[src/include/snoop_pkg.sv]
`default_nettype none
// ==========================================================================
// Snooping control constants
package snoop_pkg;

  // ========================================================================
  // Register indices, byte address is four times the index
  localparam logic [7:0] IDX_ENTRY_ATTR = 8'h77;
  localparam logic [7:0] IDX_IGMP_CTRL = 8'h78;
  localparam logic [7:0] IDX_PRIO_ROUTER = 8'h79;
  localparam logic [7:0] IDX_QUERY = 8'h7a;
  localparam logic [7:0] IDX_ROBUST = 8'h7b;
  localparam logic [7:0] IDX_MLD_CTRL = 8'h7c;
  localparam logic [31:0] ADDR_ENTRY_ATTR = {24'h00_0000, IDX_ENTRY_ATTR} << 2;
  localparam logic [31:0] ADDR_IGMP_CTRL = {24'h00_0000, IDX_IGMP_CTRL} << 2;
  localparam logic [31:0] ADDR_PRIO_ROUTER = {24'h00_0000, IDX_PRIO_ROUTER} << 2;
  localparam logic [31:0] ADDR_QUERY = {24'h00_0000, IDX_QUERY} << 2;
  localparam logic [31:0] ADDR_ROBUST = {24'h00_0000, IDX_ROBUST} << 2;
  localparam logic [31:0] ADDR_MLD_CTRL = {24'h00_0000, IDX_MLD_CTRL} << 2;

  // ========================================================================
  // Field positions
  localparam int FLAG_BIT = 5;
  localparam int STATIC_BIT = 4;
  localparam int PORT_HI = 3;
  localparam int PORT_LO = 0;
  localparam int UPORT_HI = 1;
  localparam int UGA_HI = 6;
  localparam int UGA_LO = 5;
  localparam int URM_BIT = 4;
  localparam int SWCPU_BIT = 3;
  localparam int HWCOPY_BIT = 2;
  localparam int SWMODE_BIT = 1;
  localparam int EN_BIT = 0;
  localparam int PE_BIT = 7;
  localparam int Q_HI = 6;
  localparam int Q_LO = 5;
  localparam int TAG_HI = 4;
  localparam int TAG_LO = 3;
  localparam int RPM_HI = 2;
  localparam int RPM_LO = 0;
  localparam int QINT_HI = 7;
  localparam int QINT_LO = 0;
  localparam int ROB_HI = 1;
  localparam int ROB_LO = 0;
  localparam int MLDCPU_BIT = 1;
  localparam int MLDEN_BIT = 0;

  // ========================================================================
  // Reset values and codes
  localparam logic [1:0] ROB_RESET = 2'h2;
  localparam logic [1:0] ROB_RESERVED = 2'h0;
  localparam logic [1:0] TAG_UNMODIFIED = 2'h0;
  localparam logic [1:0] TAG_RESERVED = 2'h3;
  localparam logic [1:0] QUEUE_NONE = 2'h0;
  localparam logic [1:0] UGA_RESET = 2'h0;
  localparam logic [2:0] RPM_RESET = 3'h0;
  localparam logic [7:0] QINT_RESET = 8'h00;
  localparam logic [3:0] PORT_RESET = 4'h0;
  localparam logic [1:0] UPORT_PAD = 2'h0;
  localparam logic [1:0] TBL_UCAST = 2'h0;
  localparam logic [1:0] TBL_MCAST = 2'h1;
  localparam logic [1:0] TBL_IGMP = 2'h2;
  localparam logic [1:0] CMD_READ = 2'h0;
  localparam logic [1:0] CMD_WRITE = 2'h1;
  localparam logic [1:0] CMD_DELETE = 2'h2;

  // ========================================================================
  // Bus constants
  localparam logic [1:0] HTRANS_NONSEQ = 2'h2;
  localparam logic [2:0] HSIZE_WORD = 3'h2;
  localparam logic HRESP_OKAY = 1'b0;
  localparam logic [31:0] WORD_ZERO = 32'h0000_0000;

  typedef enum logic {
    BUS_IDLE = 1'b0,
    BUS_DATA = 1'b1
  } bus_state_t;

endpackage : snoop_pkg
`default_nettype wire

[src/hdl/ahb_reg_port.sv]
`timescale 1ns/1ps
`default_nettype none
module ahb_reg_port
  import snoop_pkg::*;
(
  input wire logic sys_clk,
  input wire logic rst_n,
  input wire logic hsel,
  input wire logic [31:0] haddr,
  input wire logic [1:0] htrans,
  input wire logic hwrite,
  input wire logic [2:0] hsize,
  input wire logic [31:0] hwdata,
  input wire logic hready,
  output logic hreadyout,
  output logic [31:0] hrdata,
  output logic hresp,
  output logic reg_wr,
  output logic [31:0] reg_addr,
  output logic [31:0] reg_wdata,
  input wire logic [31:0] reg_rdata
);
  bus_state_t state_r;
  logic write_r;
  logic size_ok_r;

  // ========================================================================
  // Address phase capture, one wait state so read data comes from a flop
  always_ff @(posedge sys_clk)
  begin
    if (!rst_n)
    begin
      state_r <= BUS_IDLE;
      hreadyout <= 1'b1;
      reg_addr <= WORD_ZERO;
      write_r <= 1'b0;
      size_ok_r <= 1'b0;
    end
    else
    begin
      unique case (state_r)
        BUS_IDLE:
        begin
          if (hsel && htrans == HTRANS_NONSEQ && hready)
          begin
            state_r <= BUS_DATA;
            hreadyout <= 1'b0;
            reg_addr <= haddr;
            write_r <= hwrite;
            size_ok_r <= (hsize == HSIZE_WORD);
          end
        end
        BUS_DATA:
        begin
          state_r <= BUS_IDLE;
          hreadyout <= 1'b1;
        end
      endcase
    end
  end

  // ========================================================================
  // Data phase: write strobe raised on the same edge that samples the data
  always_ff @(posedge sys_clk)
  begin
    if (!rst_n)
    begin
      reg_wr <= 1'b0;
      reg_wdata <= WORD_ZERO;
    end
    else
    begin
      reg_wr <= (state_r == BUS_DATA) && write_r && size_ok_r;
      if (state_r == BUS_DATA)
      begin
        reg_wdata <= hwdata;
      end
    end
  end

  always_ff @(posedge sys_clk)
  begin
    if (!rst_n)
    begin
      hrdata <= WORD_ZERO;
      hresp <= HRESP_OKAY;
    end
    else
    begin
      hresp <= HRESP_OKAY;
      if (state_r == BUS_DATA && !write_r)
      begin
        hrdata <= reg_rdata;
      end
    end
  end

endmodule : ahb_reg_port
`default_nettype wire

[src/hdl/snoop_ctrl.sv]
// Added by the designer: register access over AHB-Lite.
`timescale 1ns/1ps
`default_nettype none
// How it works
// - Entry flag reports IGMP-learned multicast entries
// - Static bit marks entries that never age
// - Port field: unicast number, multicast bitmap
// - Two-bit action for unknown multicast groups
// - Router map learned automatically unless user-defined
// - Software mode may send IGMP only to CPU
// - Hardware mode may copy IGMP to CPU
// - Bit0 enables snooping, bit1 selects software mode
// - Priority enable picks control packet queue
// - Two-bit egress tag mode, reserved code unmodified
// - Router map software-writable only when user-defined
// - Eight-bit query interval for hardware snooping
// - Robustness count 1 to 3, default 2
// - MLD snooping enable and CPU-only forwarding
// - IGMP table is read-only for commands
module snoop_ctrl
  import snoop_pkg::*;
(
  input wire logic sys_clk,
  input wire logic rst_n,
  input wire logic hsel,
  input wire logic [31:0] haddr,
  input wire logic [1:0] htrans,
  input wire logic hwrite,
  input wire logic [2:0] hsize,
  input wire logic [31:0] hwdata,
  input wire logic hready,
  output logic hreadyout,
  output logic [31:0] hrdata,
  output logic hresp,
  input wire logic router_map_learn_valid,
  input wire logic [2:0] router_map_learn,
  input wire logic [1:0] table_select,
  input wire logic tbl_rd_valid,
  input wire logic tbl_rd_snooped,
  input wire logic tbl_rd_static,
  input wire logic [3:0] tbl_rd_port,
  input wire logic tbl_cmd_valid,
  input wire logic [1:0] tbl_cmd_code,
  output logic tbl_cmd_go,
  output logic [1:0] tbl_cmd_code_out,
  output logic tbl_cmd_refused,
  output logic entry_never_ages,
  output logic [3:0] tbl_wr_port,
  output logic snooping_enable,
  output logic software_mode_select,
  output logic [1:0] unknown_group_action,
  output logic igmp_cpu_only,
  output logic igmp_cpu_copy,
  output logic ctrl_pkt_prio_enable,
  output logic [1:0] ctrl_pkt_queue,
  output logic [1:0] ctrl_pkt_tag_mode,
  output logic [2:0] router_port_map,
  output logic [7:0] query_interval,
  output logic [1:0] robustness_count,
  output logic mld_snooping_enable,
  output logic mld_to_cpu_only
);
  logic reg_wr;
  logic [31:0] reg_addr;
  logic [31:0] reg_wdata;
  logic [31:0] rdata_nxt;
  logic wr_attr;
  logic wr_ctrl;
  logic wr_prio;
  logic wr_query;
  logic wr_robust;
  logic wr_mld;

  logic snooped_entry_flag_r;
  logic [3:0] entry_port_r;
  logic [1:0] unknown_group_action_r;
  logic user_router_map_enable_r;
  logic sw_mode_cpu_only_r;
  logic hw_mode_cpu_copy_r;
  logic ctrl_pkt_prio_enable_r;
  logic [1:0] ctrl_pkt_queue_r;
  logic [1:0] ctrl_pkt_tag_mode_r;

  // ========================================================================
  // Bus slave
  ahb_reg_port i_ahb_reg_port (
    .sys_clk(sys_clk),
    .rst_n(rst_n),
    .hsel(hsel),
    .haddr(haddr),
    .htrans(htrans),
    .hwrite(hwrite),
    .hsize(hsize),
    .hwdata(hwdata),
    .hready(hready),
    .hreadyout(hreadyout),
    .hrdata(hrdata),
    .hresp(hresp),
    .reg_wr(reg_wr),
    .reg_addr(reg_addr),
    .reg_wdata(reg_wdata),
    .reg_rdata(rdata_nxt)
  );

  // Unmapped addresses fall through: no strobe, read as zero
  assign wr_attr = reg_wr && (reg_addr == ADDR_ENTRY_ATTR);
  assign wr_ctrl = reg_wr && (reg_addr == ADDR_IGMP_CTRL);
  assign wr_prio = reg_wr && (reg_addr == ADDR_PRIO_ROUTER);
  assign wr_query = reg_wr && (reg_addr == ADDR_QUERY);
  assign wr_robust = reg_wr && (reg_addr == ADDR_ROBUST);
  assign wr_mld = reg_wr && (reg_addr == ADDR_MLD_CTRL);

  // ========================================================================
  // Entry attributes
  // Table read result wins over a software write in the same cycle
  always_ff @(posedge sys_clk)
  begin
    if (!rst_n)
    begin
      snooped_entry_flag_r <= 1'b0;
      entry_never_ages <= 1'b0;
      entry_port_r <= PORT_RESET;
    end
    else if (tbl_rd_valid)
    begin
      snooped_entry_flag_r <= (table_select == TBL_MCAST) && tbl_rd_snooped;
      entry_never_ages <= (table_select == TBL_UCAST) && tbl_rd_static;
      if (table_select == TBL_UCAST)
      begin
        entry_port_r <= {UPORT_PAD, tbl_rd_port[UPORT_HI:PORT_LO]};
      end
      else
      begin
        entry_port_r <= tbl_rd_port;
      end
    end
    else if (wr_attr)
    begin
      entry_never_ages <= reg_wdata[STATIC_BIT];
      entry_port_r <= reg_wdata[PORT_HI:PORT_LO];
    end
  end

  // Unicast writes carry only a port number 0..3
  always_ff @(posedge sys_clk)
  begin
    if (!rst_n)
    begin
      tbl_wr_port <= PORT_RESET;
    end
    else if (table_select == TBL_UCAST)
    begin
      tbl_wr_port <= {UPORT_PAD, entry_port_r[UPORT_HI:PORT_LO]};
    end
    else
    begin
      tbl_wr_port <= entry_port_r;
    end
  end

  // ========================================================================
  // Table command gate
  always_ff @(posedge sys_clk)
  begin
    if (!rst_n)
    begin
      tbl_cmd_go <= 1'b0;
      tbl_cmd_refused <= 1'b0;
      tbl_cmd_code_out <= CMD_READ;
    end
    else
    begin
      tbl_cmd_go <= 1'b0;
      tbl_cmd_refused <= 1'b0;
      if (tbl_cmd_valid)
      begin
        if (table_select == TBL_IGMP &&
            (tbl_cmd_code == CMD_WRITE || tbl_cmd_code == CMD_DELETE))
        begin
          tbl_cmd_refused <= 1'b1;
        end
        else
        begin
          tbl_cmd_go <= 1'b1;
          tbl_cmd_code_out <= tbl_cmd_code;
        end
      end
    end
  end

  // ========================================================================
  // IGMP snooping control
  always_ff @(posedge sys_clk)
  begin
    if (!rst_n)
    begin
      unknown_group_action_r <= UGA_RESET;
      user_router_map_enable_r <= 1'b0;
      sw_mode_cpu_only_r <= 1'b0;
      hw_mode_cpu_copy_r <= 1'b0;
      software_mode_select <= 1'b0;
      snooping_enable <= 1'b0;
    end
    else if (wr_ctrl)
    begin
      unknown_group_action_r <= reg_wdata[UGA_HI:UGA_LO];
      user_router_map_enable_r <= reg_wdata[URM_BIT];
      sw_mode_cpu_only_r <= reg_wdata[SWCPU_BIT];
      hw_mode_cpu_copy_r <= reg_wdata[HWCOPY_BIT];
      software_mode_select <= reg_wdata[SWMODE_BIT];
      snooping_enable <= reg_wdata[EN_BIT];
    end
  end

  // Forwarding decisions lag the register by one cycle
  always_ff @(posedge sys_clk)
  begin
    if (!rst_n)
    begin
      unknown_group_action <= UGA_RESET;
      igmp_cpu_only <= 1'b0;
      igmp_cpu_copy <= 1'b0;
    end
    else
    begin
      unknown_group_action <= unknown_group_action_r;
      igmp_cpu_only <= snooping_enable && software_mode_select && sw_mode_cpu_only_r;
      igmp_cpu_copy <= snooping_enable && !software_mode_select && hw_mode_cpu_copy_r;
    end
  end

  // ========================================================================
  // Control packet priority, tagging and router map
  always_ff @(posedge sys_clk)
  begin
    if (!rst_n)
    begin
      ctrl_pkt_prio_enable_r <= 1'b0;
      ctrl_pkt_queue_r <= QUEUE_NONE;
      ctrl_pkt_tag_mode_r <= TAG_UNMODIFIED;
    end
    else if (wr_prio)
    begin
      ctrl_pkt_prio_enable_r <= reg_wdata[PE_BIT];
      ctrl_pkt_queue_r <= reg_wdata[Q_HI:Q_LO];
      ctrl_pkt_tag_mode_r <= reg_wdata[TAG_HI:TAG_LO];
    end
  end

  always_ff @(posedge sys_clk)
  begin
    if (!rst_n)
    begin
      ctrl_pkt_prio_enable <= 1'b0;
      ctrl_pkt_queue <= QUEUE_NONE;
      ctrl_pkt_tag_mode <= TAG_UNMODIFIED;
    end
    else
    begin
      ctrl_pkt_prio_enable <= ctrl_pkt_prio_enable_r;
      ctrl_pkt_queue <= ctrl_pkt_prio_enable_r ? ctrl_pkt_queue_r : QUEUE_NONE;
      // Reserved tag code is never passed on to egress
      ctrl_pkt_tag_mode <= (ctrl_pkt_tag_mode_r == TAG_RESERVED) ?
                           TAG_UNMODIFIED : ctrl_pkt_tag_mode_r;
    end
  end

  // Learned updates are dropped while the map is user-defined
  always_ff @(posedge sys_clk)
  begin
    if (!rst_n)
    begin
      router_port_map <= RPM_RESET;
    end
    else if (user_router_map_enable_r)
    begin
      if (wr_prio)
      begin
        router_port_map <= reg_wdata[RPM_HI:RPM_LO];
      end
    end
    else if (router_map_learn_valid)
    begin
      router_port_map <= router_map_learn;
    end
  end

  // ========================================================================
  // Query interval, robustness, MLD
  always_ff @(posedge sys_clk)
  begin
    if (!rst_n)
    begin
      query_interval <= QINT_RESET;
    end
    else if (wr_query)
    begin
      query_interval <= reg_wdata[QINT_HI:QINT_LO];
    end
  end

  // Reserved code is refused so the count is never zero
  always_ff @(posedge sys_clk)
  begin
    if (!rst_n)
    begin
      robustness_count <= ROB_RESET;
    end
    else if (wr_robust && reg_wdata[ROB_HI:ROB_LO] != ROB_RESERVED)
    begin
      robustness_count <= reg_wdata[ROB_HI:ROB_LO];
    end
  end

  always_ff @(posedge sys_clk)
  begin
    if (!rst_n)
    begin
      mld_snooping_enable <= 1'b0;
      mld_to_cpu_only <= 1'b0;
    end
    else if (wr_mld)
    begin
      mld_snooping_enable <= reg_wdata[MLDEN_BIT];
      mld_to_cpu_only <= reg_wdata[MLDCPU_BIT];
    end
  end

  // ========================================================================
  // Read mux, reserved bits stay zero
  always_comb
  begin
    rdata_nxt = WORD_ZERO;
    case (reg_addr)
      ADDR_ENTRY_ATTR:
      begin
        rdata_nxt[FLAG_BIT] = snooped_entry_flag_r;
        rdata_nxt[STATIC_BIT] = entry_never_ages;
        rdata_nxt[PORT_HI:PORT_LO] = entry_port_r;
      end
      ADDR_IGMP_CTRL:
      begin
        rdata_nxt[UGA_HI:UGA_LO] = unknown_group_action_r;
        rdata_nxt[URM_BIT] = user_router_map_enable_r;
        rdata_nxt[SWCPU_BIT] = sw_mode_cpu_only_r;
        rdata_nxt[HWCOPY_BIT] = hw_mode_cpu_copy_r;
        rdata_nxt[SWMODE_BIT] = software_mode_select;
        rdata_nxt[EN_BIT] = snooping_enable;
      end
      ADDR_PRIO_ROUTER:
      begin
        rdata_nxt[PE_BIT] = ctrl_pkt_prio_enable_r;
        rdata_nxt[Q_HI:Q_LO] = ctrl_pkt_queue_r;
        rdata_nxt[TAG_HI:TAG_LO] = ctrl_pkt_tag_mode_r;
        rdata_nxt[RPM_HI:RPM_LO] = router_port_map;
      end
      ADDR_QUERY:
      begin
        rdata_nxt[QINT_HI:QINT_LO] = query_interval;
      end
      ADDR_ROBUST:
      begin
        rdata_nxt[ROB_HI:ROB_LO] = robustness_count;
      end
      ADDR_MLD_CTRL:
      begin
        rdata_nxt[MLDCPU_BIT] = mld_to_cpu_only;
        rdata_nxt[MLDEN_BIT] = mld_snooping_enable;
      end
      default:
      begin
        rdata_nxt = WORD_ZERO;
      end
    endcase
  end
endmodule : snoop_ctrl
`default_nettype wire

[config.mk]
export PLATFORM = sky130hd
export DESIGN_NAME = snoop_ctrl
export DESIGN_NICKNAME = d
export VERILOG_FILES = /design/src/include/snoop_pkg.sv /design/src/hdl/ahb_reg_port.sv /design/src/hdl/snoop_ctrl.sv
export SDC_FILE = /design/constraint.sdc
export NUM_CORES = 1
export LEC_CHECK = 0
export BUFFER_PORTS_ARGS = -buffer_cell sky130_fd_sc_hd__buf_2
export CORE_MARGIN = 5
export CORE_UTILIZATION = 49
export CTS_CLUSTER_DIAMETER = 120
export DETAILED_ROUTE_END_ITERATION = 6
export PLACE_DENSITY_LB_ADDON = 0.05
export REMOVE_ABC_BUFFERS = 1
export SLEW_MARGIN = 20
export SYNTH_ARGS = -nofsm -noshare
export SYNTH_HDL_FRONTEND = slang
export SYNTH_SLANG_ARGS = --single-unit
[constraint.sdc]
create_clock -name sys_clk -period 2.2 [get_ports sys_clk]
set_clock_uncertainty 0.15 [all_clocks]
set_input_delay 0.11 -clock sys_clk [delete_from_list [all_inputs] [get_ports sys_clk]]
set_output_delay 0.11 -clock sys_clk [all_outputs]
set_load 0.01 [all_outputs]
==> results.cfg, run 1 <==
[status]
status = finished clean

[critical_path]
worstPathMaxFanout = 6
cp.required_ns = 2.30
criticalPathCategory = flip-flop to flip-flop
worst-endpoint-arrival_ns = 2.20
crit_path_start_kind = flip-flop
end_kind = flip-flop

[sta]
max-slew-margin-rel_pct = 58.9
fin_crit_sh_pct = 95.4
report.final.slew_viol_count = 0
setup_tns_ns = 0
rsz0062_at_grt = no
timing.fmax_ghz = 0.476
hold_violations = 0
worst_pin_slew_ns = 0.617
setup_viol = 0
fin_crit_ns = 2.10

[global_routing]
first_global_vias = 3850
grt_antenna_before_repair = 0
grt_max_degree = 35
grt_first_pass_wirelength_um = 18200
grt.total_usage_pct = 20.3
grt_overflow_total = 0

[yosys]
synth_top_flop_cell = dfxtp_1
synth_commonest_cells = 103 x dfxtp_1, 87 x nand2_1, 44 x a21oi_1
mappedNetlistArea_mm2 = 0.00432
syn_area_per_cell_um2 = 8.88
synth_top_area_share_pct = 47.8
synth_seq_area_share_pct = 47.8
synth.most_common_cell = dfxtp_1
syn_inst = 486
yosys_warnings = 0
ys_ff_latch = 103
yosysTopAreaCell = dfxtp_1
synthArstFlopShare_pct = 0
synth.area.top_cells = dfxtp_1 48%, mux2i_1 9.3%, nand2_1 7.6%
synth_cell_types = 50
synth-edff-count = 0

[route]
drtIter0Drc = 132
wirelength_um = 11300
wire_per_inst_um = 14.8
antenna_left = 0
drc = 0
viasPerCell = 5.06
vias = 3868
first_pass_iters = 4

[cts]
clock-sinks = 103
cts_setup_buffers = 0
cts_tree = yes
clk_latency_ns = 0.35
root_buffer = clkbuf_8
clk_pin_slew_ns = 0.10
cts_buffers = 9
cts_buffer_depth = 2
cts-htree-levels = 3

[placement]
place_hpwl_um = 7770
dp_cells = 688
io_buffer_count = 109
place.gp.congestion = 0.783

[final_layout]
n_antenna_cell = 0
fillers = 761
fin_cells = 764
area_growth_pct = 32.5
drive_above_1_share_pct = 23.6
utilization_pct = 66.2
nets = 741

[floorplanning]
rows = 34
die_h_um = 104
start_util_pct = 50.0
dieArea_mm2 = 0.0108
ios = 159
die_w_um = 104
core_area_mm2 = 0.00864

[hold_path]
hold_class = input pin to flip-flop

[flow_run]
maxCapViolations = 0

[pwr]
peakVddDrop_mv = 0.307
power_mw = 3.31
power_density_mw_per_mm2 = 580
power.leakage_nw = 2.44
-- cell families (layout without fill, tap and decap cells) --
family,after synthesis,in the layout,share of synthesized area (%)
AO/OA/AOI/OAI,83,83,11.8
XOR/XNOR,1,1,0.203
buffers and inverters,59,205,7.48
flip-flops,103,103,47.8
multiplexers,42,42,10.3
other,1,25,0.0869
AND/OR/NAND/NOR,197,197,22.4
-- stage by stage --
stage / area [µm²] / hold slack, ns / setup WS, ns
2_1_floorplan: 4100 / 0.0637 / -0.170
3_3_place_gp: 4930 / 0.192 / 0.0848
3_5_place_dp: 4930 / 0.202 / 0.0290
4_1_cts: 5710 / 0.00355 / 0.0102
5_1_grt: 5720 / 0.0116 / 0.0198
6_report: 5720 / 0.0314 / 0.101
-- where the power goes --
group	internal, mW	switching [mW]
registers	1.89	0.0225
clock network	0.448	0.618
logic	0.171	0.160
total	2.51	0.800
-- cell usage in the layout, fill, tap and decap left out, types with 2 or more instances in the layout --
cell type,netlist,layout
nor2b_1,3,3
nand4b_1,3,3
mux4_2,2,2
and3_1,7,7
a21oi_1,44,44
nor2_1,42,41
and3b_1,2,2
buf_12,0,2
nand3_1,9,9
mux2i_1,40,40
or2_2,2,2
buf_2,3,109
conb_1,1,25
dlygate4sd3_1,0,60
nand4_1,3,3
nand2_1,87,87
a221o_1,3,3
clkbuf_1,23,2
nor4_1,3,3
dfxtp_1,103,103
o311a_1,3,3
or4_4,2,2
o2bb2ai_1,2,2
a22oi_1,4,4
nand2b_1,3,3
and2_1,10,10
nor3_1,6,5
a32oi_1,3,3
clkbuf_8,0,10
inv_1,2,2
buf_4,26,14
o21ai_0,15,15
and4_1,5,3
or3_1,2,2
a211o_1,2,2
-- timing repair --
action                                 4_1_cts  5_1_grt
endpoints found under the hold margin       54        0
setup endpoints to repair                    0       17
gates resized for setup                      0        5
hold buffers                                60        0
-- final timing paths --
path	depth (start not counted)	to	startpoint	slack, ns
worst max register to register	5	robustness_count[1]$_SDFFE_PN1P_	i_ahb_reg_port.reg_addr[13]$_SDFFE_PN0P_	0.10
worst min register to register	2	i_ahb_reg_port.hrdata[1]$_SDFFE_PN0P_	i_ahb_reg_port.hrdata[1]$_SDFFE_PN0P_	0.30
worst min-delay path	3	tbl_wr_port[2]$_SDFF_PP0_	table_select[1]	0.03
worst max-delay path	5	robustness_count[1]$_SDFFE_PN1P_	i_ahb_reg_port.reg_addr[13]$_SDFFE_PN0P_	0.10
-- layer usage --
layer	wire length [µm]	track usage (%)	vias to the layer above
li1	-	-	1951
met4	153	6.11	0
met1	4710	23.6	1780
met2	5690	36.5	122
met5	0	0	-
met3	759	5.03	15
-- sequential cells by signal, indices dropped and copies added (netlist names), 3 cells and up --
name and count:
i_ahb_reg_port.reg_addr 32, i_ahb_reg_port.hrdata 8, query_interval 8, tbl_wr_port 4
entry_port_r 4, i_ahb_reg_port.reg_wdata 8, router_port_map 3
-- worst max-delay path, cell delays in order, from the launching register on --
cell and delay [ns]:
dfxtp_1 0.32, or4_4 0.57, nor2_8 0.18, nand3_4 0.08, or3_1 0.38, a211o_1 0.30
-- final cells by class --
type / count / area (µm²) / share of cell area, %
Inverter: 3 / 11.3 / 0.197
Sequential cell: 103 / 2060 / 36.1
Tap cell: 108 / 135 / 2.36
Clock buffer: 12 / 145 / 2.54
Timing Repair Buffer: 186 / 1300 / 22.8
Multi-Input combinational cell: 348 / 2030 / 35.6
Clock inverter: 4 / 30.0 / 0.525
Power figures use the tool's default switching activity.
==> run 2, diff against run 1 <==
- CORE_MARGIN: 5 -> 3
==> results.cfg, run 2 (synthesis gave the netlist of run 1 again) <==
[global_routing]
grt.total_usage_pct = 22.4
grt_first_pass_wirelength_um = 17900
grt_antenna_before_repair = 0
first_global_vias = 3779
grt_max_degree = 36
grt_overflow_total = 0

[hold_path]
hold_class = input pin to flip-flop
hold_start = tbl_rd_port[3]

[pwr]
swShare_pct = 23.8
clockPowerShare_pct = 32.4
power_density_mw_per_mm2 = 585
power_mw = 3.33
intPower_mw = 2.54
p_seq_share_pct = 57.7
peakVddDrop_mv = 0.318
power.switching_mw = 0.790
power.leakage_nw = 2.44
comb_power_share_pct = 9.9

[sta]
fin_crit_ns = 2.19
timing.fmax_ghz = 0.458
setup_tns_ns = 0
rsz0062_at_grt = no
fin_crit_sh_pct = 99.3
fin_ws_ns = 0.0150
hold_violations = 0
report.final.slew_viol_count = 0
hold_slack_ns = 0.0200
setup_viol = 0
worst_pin_slew_ns = 0.614
max-slew-margin-rel_pct = 59.1

[final_layout]
fin_cells = 760
layout_commonest_cell = buf_2
largest-register = i_ahb_reg_port.reg_addr
stdcell_area_mm2 = 0.00569
drive_above_1_share_pct = 23.7
layout_common_cells = 109 x buf_2, 103 x dfxtp_1, 87 x nand2_1
n_antenna_cell = 0
largest_register_ffs = 32
utilization_pct = 67.8
area_growth_pct = 31.7
nets = 740

[route]
drc = 0
vias = 3954
wire_per_inst_um = 14.6
wirelength_um = 11100
antenna_left = 0
viasPerCell = 5.20
drtIter0Drc = 102
first_pass_iters = 4

[cts]
cts_buffers = 9
cts_buffer_depth = 2
clock-sinks = 103
cts_tree = yes
cts_setup_buffers = 0
cts-htree-levels = 3
root_buffer = clkbuf_8
clk_latency_ns = 0.36
clk_pin_slew_ns = 0.09

[critical_path]
cp.required_ns = 2.30
crit_family = simple AND/OR/NAND/NOR gates
critPathBufInv = 0
criticalPathCategory = flip-flop to flip-flop
worstPathMaxFanout = 6
crit_path_start_kind = flip-flop
end_kind = flip-flop
crit_start = i_ahb_reg_port.reg_addr[20]$_SDFFE_PN0P_
slowest_stage = nor4_1
slowest_delay_ns = 0.46
path_cells = nor4_1 > and4_4 > nand3_4 > or3_1 > a211o_1
timing.rr.start = i_ahb_reg_port.reg_addr[20]$_SDFFE_PN0P_
worst-endpoint-arrival_ns = 2.28

[floorplanning]
rows = 33
die_h_um = 99.9
die_w_um = 99.9
start_util_pct = 51.5
dieArea_mm2 = 0.00997
ios = 159
core_area_mm2 = 0.00838

[placement]
post_dp_cell_area_mm2 = 0.00492
place_hpwl_um = 7400
io_buffer_count = 109
dp_cells = 686
dp_slack_ns = 0.0277
place.gp.congestion = 0.882

[status]
status = finished clean

[flow_run]
maxCapViolations = 0
run 2: cell types whose count changed in the layout (fill, tap and decap cells not counted):
cell / previous run / this run
buf_4: 14 / 16
clkbuf_8: 10 / 11
clkinv_4: 1 / 0
dlygate4sd3_1: 60 / 58
clkinv_2: 1 / 2
nor3_2: 1 / 0
buf_12: 2 / 1
inv_6: 1 / 0
nor3_1: 5 / 6
run 2: per-layer routing:
metal | GRT usage [%] | share of wire, % | vias up
li1 | - | - | 1948
met1 | 26.9 | 42 | 1842
met2 | 40.2 | 51 | 139
met3 | 3.34 | 5.3 | 25
met4 | 8.51 | 2.3 | 0
met5 | 0 | 0 | -
run 2: timing repair:
action	CTS	global route
setup endpoints to repair	0	16
endpoints found under the hold margin	53	0
resized for setup	0	4
hold buffers	58	0
run 2: power by group through the flow:
stage	combinational (mW)	sequential [mW]	clock, mW
4_1_cts	0.322	1.92	1.10
2_1_floorplan	0.122	1.96	0
5_1_grt	0.363	1.92	1.19
3_3_place_gp	0.244	1.96	0
6_report	0.329	1.92	1.08
3_5_place_dp	0.247	1.96	0
run 2: tightest hold or removal path, delay by kind of cell:
| family | cells | cell delay [ns] |
|---|---|---|
| buffers and inverters | 1 | 0.10 |
| AO/OA/AOI/OAI | 2 | 0.28 |
run 2: final timing paths:
check	end	slack, ns	cells after the start
worst max-delay path	robustness_count[1]$_SDFFE_PN1P_	0.01	5
worst min-delay path	entry_port_r[3]$_SDFFE_PN0P_	0.02	3
worst max register to register	robustness_count[1]$_SDFFE_PN1P_	0.01	5
worst min register to register	i_ahb_reg_port.size_ok_r$_SDFFE_PN0P_	0.31	2
run 2: final cells by class:
| cell class | count | area (µm²) |
|---|---|---|
| clock buffers | 13 | 159 |
| clock inverters | 3 | 17.5 |
| fillers | 706 | 2700 |
| inverters | 3 | 11.3 |
| multi-input cells | 348 | 2030 |
| flip-flops and latches | 103 | 2060 |
| well taps | 105 | 131 |
| repair buffers | 185 | 1280 |
